`config.mk`:
```
export PLATFORM = sky130hd
export DESIGN_NAME = dmiu_core
export DESIGN_NICKNAME = d
export VERILOG_FILES = /design/src/dmiu_pkg.sv /design/src/dmiu_core.sv
export SDC_FILE = /design/constraint.sdc
export NUM_CORES = 1
export LEC_CHECK = 0
export ABC_CLOCK_PERIOD_IN_PS = 6200
export BUFFER_PORTS_ARGS = -buffer_cell sky130_fd_sc_hd__buf_2
export CAP_MARGIN = 20
export CELL_PAD_IN_SITES_DETAIL_PLACEMENT = 0
export CELL_PAD_IN_SITES_GLOBAL_PLACEMENT = 1
export CORE_AREA = 2 2 152 94
export CTS_CLUSTER_SIZE = 16
export DETAILED_ROUTE_END_ITERATION = 10
export DIE_AREA = 0 0 154 96
export GPL_TIMING_DRIVEN = 1
export PLACE_DENSITY_LB_ADDON = 0.1
export RECOVER_POWER = 50
export SYNTH_ARGS = -nofsm -noshare
export SYNTH_HDL_FRONTEND = slang
export SYNTH_SLANG_ARGS = --single-unit
```
`constraint.sdc`:
```
create_clock -name i_clk -period 6.2 [get_ports i_clk]
set_input_delay 1.24 -clock i_clk [delete_from_list [all_inputs] [get_ports i_clk]]
set_output_delay 1.24 -clock i_clk [all_outputs]
set_load 0.01 [all_outputs]
```
`src/dmiu_pkg.sv`:
```
// Constants, field layout and carrier types of the data-move instruction unit
package dmiu_pkg;

    // Instruction word layout
    localparam int INSTR_W   = 14;
    localparam int OP_LSB    = 10;
    localparam int OP_W      = 4;
    localparam int DEST_BIT  = 7;
    localparam int FADDR_W   = 7;
    localparam int LIT_W     = 8;
    localparam int BANK_W    = 5;
    localparam int LATCH_W   = 7;
    localparam int PSEL_BIT  = 6;
    localparam int MODE_W    = 2;
    localparam int OFS_W     = 6;
    localparam int PTR_W     = 16;
    localparam int DATA_W    = 8;
    localparam int NUM_PTR   = 2;

    // Operation codes in the top field
    localparam logic [3:0] OP_COPY  = 4'h1;
    localparam logic [3:0] OP_STORE = 4'h2;
    localparam logic [3:0] OP_LIT   = 4'h3;
    localparam logic [3:0] OP_BANK  = 4'h4;
    localparam logic [3:0] OP_LATCH = 4'h5;
    localparam logic [3:0] OP_ILOAD = 4'h6;
    localparam logic [3:0] OP_ILDK  = 4'h7;

    // Pointer mode field codes
    localparam logic [1:0] MODE_PRE_INC  = 2'h0;
    localparam logic [1:0] MODE_PRE_DEC  = 2'h1;
    localparam logic [1:0] MODE_POST_INC = 2'h2;
    localparam logic [1:0] MODE_POST_DEC = 2'h3;
    localparam int MODE_POST_BIT = 1;
    localparam int MODE_DEC_BIT  = 0;

    // File addresses redirected through a pointer or served inside the unit
    localparam logic [6:0] FA_IND0     = 7'h00;
    localparam logic [6:0] FA_IND1     = 7'h01;
    localparam logic [4:0] FA_PTR_PAGE = 5'h01;

    // Reset values
    localparam logic [7:0]  RST_WORKING = 8'h00;
    localparam logic [4:0]  RST_BANK    = 5'h00;
    localparam logic [6:0]  RST_LATCH   = 7'h00;
    localparam logic [15:0] RST_PTR     = 16'h0000;
    localparam logic        RST_ZERO    = 1'b0;

    typedef struct packed {
        logic [15:0] addr;
        logic [7:0]  wdata;
        logic        we;
        logic        re;
    } dmiu_mem_req_t;

    typedef struct packed {
        logic [15:0] ptr1;
        logic [15:0] ptr0;
        logic [6:0]  pc_latch;
        logic [4:0]  bank;
        logic        zero;
        logic [7:0]  working;
    } dmiu_state_t;

endpackage

```
`src/dmiu_core.sv`:
```
// Data-move instruction unit: executes one move instruction per cycle
// How it works
// - Register copy reads the file register named by a 7-bit address and sends it where the destination bit says.
// - With destination bit 0 the copied value goes to the working register and the file register is untouched.
// - With destination bit 1 the value is written back to the same file register, which only tests it.
// - Register copy sets the zero flag when the moved value is zero, clears it otherwise, and touches nothing else.
// - Indirect load reads the location addressed by pointer 0 or 1 into the working register and updates zero.
// - The pointer mode field picks 00 pre-increment, 01 pre-decrement, 10 post-increment, 11 post-decrement.
// - Relative form addresses the pointer plus a signed 6-bit offset from -32 to 31 and leaves the pointer alone.
// - An incrementing access leaves the pointer one higher, a decrementing one one lower, otherwise unchanged.
// - Pre-modes update the pointer before forming the address; post-modes access the old value then update.
// - Each pointer register is 16 bits wide, covering 0000h to FFFFh.
// - Pointer steps past either end wrap modulo 65536 and raise no flag.
// - The indirect access register has no storage; naming it accesses the location its pointer addresses.
// - Load-bank puts its 5-bit literal into the bank select register and leaves every flag unchanged.
// - Load-latch puts its 7-bit literal into the program counter high latch and leaves every flag unchanged.
// - Load-literal puts its 8-bit immediate into the working register in one word and one cycle, flags unchanged.
// - Store writes the working register to the 7-bit file address in one cycle, leaving working and flags alone.
`timescale 1ns/100ps
module dmiu_core (
    input  wire logic                   i_clk,
    input  wire logic                   i_reset,
    input  wire logic                   i_valid,
    input  wire logic [13:0]            i_instr,
    input  wire logic [7:0]             i_mem_rdata,
    output dmiu_pkg::dmiu_mem_req_t     o_mem,
    output dmiu_pkg::dmiu_state_t       o_state,
    output logic                        o_retired,
    output logic                        o_unknown
);

    // Architectural state
    logic [7:0]  working_reg;
    logic        zero_reg;
    logic [4:0]  bank_reg;
    logic [6:0]  latch_reg;
    logic [15:0] ptr_reg [dmiu_pkg::NUM_PTR];
    logic [15:0] ptr_next [dmiu_pkg::NUM_PTR];
    logic        retired_reg;
    logic        unknown_reg;

    // Field extraction
    wire [3:0] op_code  = i_instr[dmiu_pkg::OP_LSB +: dmiu_pkg::OP_W];
    wire [6:0] faddr    = i_instr[dmiu_pkg::FADDR_W-1:0];
    wire       dest_f   = i_instr[dmiu_pkg::DEST_BIT];
    wire [7:0] lit8     = i_instr[dmiu_pkg::LIT_W-1:0];
    wire [4:0] lit_bank = i_instr[dmiu_pkg::BANK_W-1:0];
    wire [6:0] lit_latch = i_instr[dmiu_pkg::LATCH_W-1:0];
    wire       psel     = i_instr[dmiu_pkg::PSEL_BIT];
    wire [1:0] pointer_mode_field = i_instr[dmiu_pkg::MODE_W-1:0];
    wire [5:0] ofs      = i_instr[dmiu_pkg::OFS_W-1:0];

    // Operation decode, gated by the valid strobe
    wire register_copy_op  = i_valid && (op_code == dmiu_pkg::OP_COPY);
    wire store_working_op  = i_valid && (op_code == dmiu_pkg::OP_STORE);
    wire load_literal_op   = i_valid && (op_code == dmiu_pkg::OP_LIT);
    wire load_bank_op      = i_valid && (op_code == dmiu_pkg::OP_BANK);
    wire load_pc_latch_op  = i_valid && (op_code == dmiu_pkg::OP_LATCH);
    wire ild_step          = i_valid && (op_code == dmiu_pkg::OP_ILOAD);
    wire ild_rel           = i_valid && (op_code == dmiu_pkg::OP_ILDK);
    wire indirect_load_op  = ild_step || ild_rel;
    wire direct_op         = register_copy_op || store_working_op;
    wire known_op          = direct_op || load_literal_op || load_bank_op
                           || load_pc_latch_op || indirect_load_op;

    // File address classes; the indirect access register has no storage
    wire f_is_ind = (faddr == dmiu_pkg::FA_IND0) || (faddr == dmiu_pkg::FA_IND1);
    wire f_ind_n  = faddr[0];
    wire f_is_ptr = (faddr[6:2] == dmiu_pkg::FA_PTR_PAGE);
    wire f_ptr_n  = faddr[1];
    wire f_ptr_hi = faddr[0];

    // Selected pointer and its neighbours; plain 16-bit math wraps for free
    wire [15:0] ptr_sel  = ptr_reg[psel];
    wire [15:0] ptr_inc  = ptr_sel + 16'h0001;
    wire [15:0] ptr_dec  = ptr_sel - 16'h0001;
    wire        mode_dec = pointer_mode_field[dmiu_pkg::MODE_DEC_BIT];
    wire        mode_post = pointer_mode_field[dmiu_pkg::MODE_POST_BIT];
    wire [15:0] ptr_step = mode_dec ? ptr_dec : ptr_inc;
    wire [15:0] ofs_ext  = {{(dmiu_pkg::PTR_W-dmiu_pkg::OFS_W){ofs[dmiu_pkg::OFS_W-1]}}, ofs};
    wire [15:0] ptr_rel  = ptr_sel + ofs_ext;

    // Effective indirect address: pre-modes see the stepped value
    wire [15:0] ild_addr = ild_rel   ? ptr_rel :
                           mode_post ? ptr_sel : ptr_step;

    // Direct address, redirected through a pointer for the indirect slot
    wire [15:0] dir_addr = f_is_ind ? ptr_reg[f_ind_n] : {9'h000, faddr};

    // Pointer bytes are served here, not by memory
    wire [15:0] ptr_f    = ptr_reg[f_ptr_n];
    wire [7:0]  ptr_byte = f_ptr_hi ? ptr_f[15:8] : ptr_f[7:0];
    wire        int_hit  = direct_op && f_is_ptr;

    // Value moved by the copy and indirect load
    wire [7:0] rd_data   = int_hit ? ptr_byte : i_mem_rdata;
    wire       rd_zero   = (rd_data == 8'h00);
    wire       copy_back = register_copy_op && dest_f;
    wire       copy_w    = register_copy_op && !dest_f;

    // Memory request; combinational so each move finishes in its cycle
    wire        mem_re    = (register_copy_op || indirect_load_op) && !int_hit;
    wire        mem_we    = (store_working_op || copy_back) && !int_hit;
    wire [7:0]  wr_data   = store_working_op ? working_reg : rd_data;
    wire [15:0] mem_addr  = indirect_load_op ? ild_addr : dir_addr;

    assign o_mem.addr  = mem_addr;
    assign o_mem.wdata = wr_data;
    assign o_mem.we    = mem_we;
    assign o_mem.re    = mem_re;

    // Next working register and zero flag
    wire [7:0] working_next = (copy_w || indirect_load_op) ? rd_data :
                              load_literal_op ? lit8 :
                              working_reg;
    wire       zero_next    = (register_copy_op || indirect_load_op) ? rd_zero : zero_reg;
    wire [4:0] bank_next    = load_bank_op ? lit_bank : bank_reg;
    wire [6:0] latch_next   = load_pc_latch_op ? lit_latch : latch_reg;

    // Internal pointer-byte writes from store or copy-back
    wire       ptr_wr    = int_hit && (store_working_op || dest_f);

    // One pointer per entry: step, byte write, or hold
    genvar gi;
    generate
        for (gi = 0; gi < dmiu_pkg::NUM_PTR; gi++) begin : g_ptr
            wire step_here = ild_step && (psel == 1'(gi));
            wire wr_here   = ptr_wr && (f_ptr_n == 1'(gi));
            wire [15:0] wr_val = f_ptr_hi ? {wr_data, ptr_reg[gi][7:0]}
                                          : {ptr_reg[gi][15:8], wr_data};
            // Relative form never moves the pointer
            assign ptr_next[gi] = step_here ? ptr_step :
                                  wr_here   ? wr_val   :
                                  ptr_reg[gi];
            always_ff @(posedge i_clk) begin
                if (i_reset) begin
                    ptr_reg[gi] <= dmiu_pkg::RST_PTR;
                end else begin
                    ptr_reg[gi] <= ptr_next[gi];
                end
            end
        end
    endgenerate

    // Architectural registers; all effects of one word land on one edge
    always_ff @(posedge i_clk) begin
        if (i_reset) begin
            working_reg <= dmiu_pkg::RST_WORKING;
            zero_reg    <= dmiu_pkg::RST_ZERO;
            bank_reg    <= dmiu_pkg::RST_BANK;
            latch_reg   <= dmiu_pkg::RST_LATCH;
        end else begin
            working_reg <= working_next;
            zero_reg    <= zero_next;
            bank_reg    <= bank_next;
            latch_reg   <= latch_next;
        end
    end

    // Completion pulses, one cycle after the word
    always_ff @(posedge i_clk) begin
        if (i_reset) begin
            retired_reg <= 1'b0;
            unknown_reg <= 1'b0;
        end else begin
            retired_reg <= known_op;
            unknown_reg <= i_valid && !known_op;
        end
    end

    assign o_retired        = retired_reg;
    assign o_unknown        = unknown_reg;
    assign o_state.working  = working_reg;
    assign o_state.zero     = zero_reg;
    assign o_state.bank     = bank_reg;
    assign o_state.pc_latch = latch_reg;
    assign o_state.ptr0     = ptr_reg[0];
    assign o_state.ptr1     = ptr_reg[1];

    wire copy_plain = register_copy_op && !f_is_ind && !f_is_ptr;
endmodule

```
==> reports/results.txt <==
outcome: complete, but fails checks
failing checks: max-capacitance violations, max-slew violations
DP HPWL: 16.93 mm
Worst Path Arrival: 4.64 ns
Net Count, Synth: 750
Post-Synth Simple-Gate Area: 0.2350
mux cell area share after synthesis: 0.1542
deepest level of the CTS H-tree: 2
Residual DRC: 0
Via density: 6.334
DRT Pass-1 Iters: 5
I/O Pins: 106
routability-driven placement congestion ratio: 0.9329
FMAX: 170.0 MHz
Layout area overhead: 13.29%
Post-synth ARST share: 0
Gate Count Post-Synth: 694
first-pass GRT wire length: 32.16 mm
Post-synth EDFFs: 0
worst vdd ir: 0.00009661 V
Total GRT Usage: 0.2895
Distinct cells, synth: 70
pin count of the biggest net entering global routing: 58
critical path type: input port to primary output
total negative slack: 0 ns
Row Count: 33
most common flop cell mapped by yosys: dfxtp_1
Synth area leader: dfxtp_1
final setup margin: 0.3168 ns
post-synthesis cell area: 0.005405 sq mm
initial core utilization: 0.4028
initial antenna violation count: 0
grt total ovfl: 0
PwrDens: 141.2 mW/mm^2
CP Max Fanout: 18
DR iter-0 viols: 667
Synth Register Bits: 55
# Post-CTS Setup Buffers: 0
cts repair resizes: 0
ANT nets after route: 0
clk_lat worst skew: 0.30 ns
skew final: 0.005744 ns
commonest cells after routing, fill and taps aside: nor2_1 (76), a21oi_1 (73), clkbuf_1 (56)
Die Y-Extent: 96 um
PortBufs: 103
vias post-DR: 6024
Clock Sinks: 55
Synth Area in Compound Gates: 0.2521
largest family of logic cells by synthesized area: compound AO/OA/AOI/OAI gates
Routed wire per std cell: 23.09 um
Yosys top cell area share: 0.2037
Worst-Margin Slew: 2.738 ns
Max-Cap Viols: 1
CTS Buf Count: 5
post-synthesis xor/xnor area fraction: 0.03403
root buf cell: clkbuf_16
clk slew on worst S/H paths: 0.08 ns
number of buffers inserted by hold repair at cts: 0
crit end category: primary output
fin crit period: 5.883 ns
Syn Area/Cell: 7.788 sq um
largest cells by area after synthesis: dfxtp_1 (20%), mux2i_1 (7.0%), a21oi_1 (6.8%)
number of global-route vias before repair: 5141
commonest non-fill, non-tap cell in the layout: nor2_1
Die ar.: 0.01478 sq mm
Slew HR: -0.8251
area of the core: 0.01342 sq mm
RSZ-0062 raised after global routing: no
Hold Vio Cnt, Final: 0
DRT Wirelength: 21.96 mm
DIE WIDTH: 154 um
final core occ: 0.4563
CP required: 4.96 ns
fin nets: 831
TritonCTS clock tree: yes
Hold Crit Class: flip-flop to flip-flop
CTS Buffer Depth: 2
P_leak: 2.583 nW
fin crit share: 0.9489
Worst Setup Start Kind: input port
Yosys warning total: 0
number of flip-flops in the largest register: 32
# diodes: 0
adder-cell share of the synthesized area: 0.07454
final count of pins violating max slew: 58
share of layout cells above drive strength 1: 0.1469
Seq/Total Area, Yosys: 0.2037
Setup-failing EPs final: 0
Place WS: 0.4011 ns
==> metal layers <==
metal	routed length (um)	up-vias	share of wire	track usage
met5	0	-	0	0
met4	145	0	0.0066	0.03660
met3	2178	20	0.099	0.05178
met2	8650	305	0.39	0.4051
met1	10990	2914	0.50	0.4616
li1	-	2785	-	-
==> layout make-up <==
class / count / area [sq um]
fillers: 1408 / 7296
multi-input cells: 582 / 4059
repair buffers: 116 / 543.0
clock inverters: 3 / 20.02
flip-flops and latches: 55 / 1101
clock buffers: 5 / 125.1
inverters: 15 / 56.30
well taps: 175 / 219.0
==> per-stage QoR <==
| stage | hold slack (ns) | std cells | area (sq um) | power [mW] |
|---|---|---|---|---|
| after global routing | 0.5105 | 951 | 6123 | 0.8976 |
| after floorplan | 0.4322 | 694 | 5405 | 0.5001 |
| after detailed placement | 0.4465 | 943 | 6048 | 0.5723 |
| after CTS | 0.4634 | 951 | 6193 | 0.8631 |
| final | 0.4623 | 951 | 6123 | 0.8645 |
| after global placement | 0.4398 | 943 | 6048 | 0.5697 |
==> logic make-up after synthesis <==
logic type,Yosys count
AOI/OAI and AO/OA,212
xor gates and xnor gates,21
and+or+nand+nor,248
adders and majority gates,31
buffers and inverters,57
muxes,70
DFF,55
==> worst max-delay path, cell delays in order <==
cell      delay, ns
buf_2          0.42
mux2i_2        0.29
inv_1          0.14
ha_1           0.25
fa_1           0.45
a211oi_1       0.40
o21bai_1       0.18
a21oi_1        0.35
o31ai_1        0.24
xor2_1         0.21
a211o_1        0.32
buf_2          0.14
==> cell usage after synthesis, drive strengths merged, types with 8 or more instances <==
library cell  count
o21ai            33
buf              14
inv              15
a31oi            12
ha               29
or3              11
a221oi           14
dfxtp            55
xnor2            11
nand2            51
clkbuf           28
mux2             23
a22oi            13
mux2i            39
nor3b            11
nor2             77
xor2             10
o211ai            9
mux4              8
a21o             12
a21oi            73
nor3             23
nand3            25
==> final timing paths <==
| path | from | to | slack (ns) | depth (start not counted) |
|---|---|---|---|---|
| setup reg to reg | ptr_reg[1][4]$_SDFFE_PP0P_ | ptr_reg[0][13]$_SDFFE_PP0P_ | 3.16 | 8 |
| hold / removal | zero_reg$_SDFFE_PP0N_ | zero_reg$_SDFFE_PP0N_ | 0.46 | 2 |
| hold reg to reg | zero_reg$_SDFFE_PP0N_ | zero_reg$_SDFFE_PP0N_ | 0.46 | 2 |
| setup / recovery | i_instr[6] | o_mem[22] | 0.32 | 12 |
==> power by group <==
| part | total [mW] | internal [mW] | switching, mW | leakage (nW) |
|---|---|---|---|---|
| Combinational | 0.204 | 0.0710 | 0.133 | 2.07 |
| Clock | 0.297 | 0.150 | 0.147 | 0.0658 |
| Sequential | 0.364 | 0.358 | 0.00592 | 0.444 |
| Total | 0.865 | 0.579 | 0.286 | 2.58 |
(Power assumes the default switching activity.)
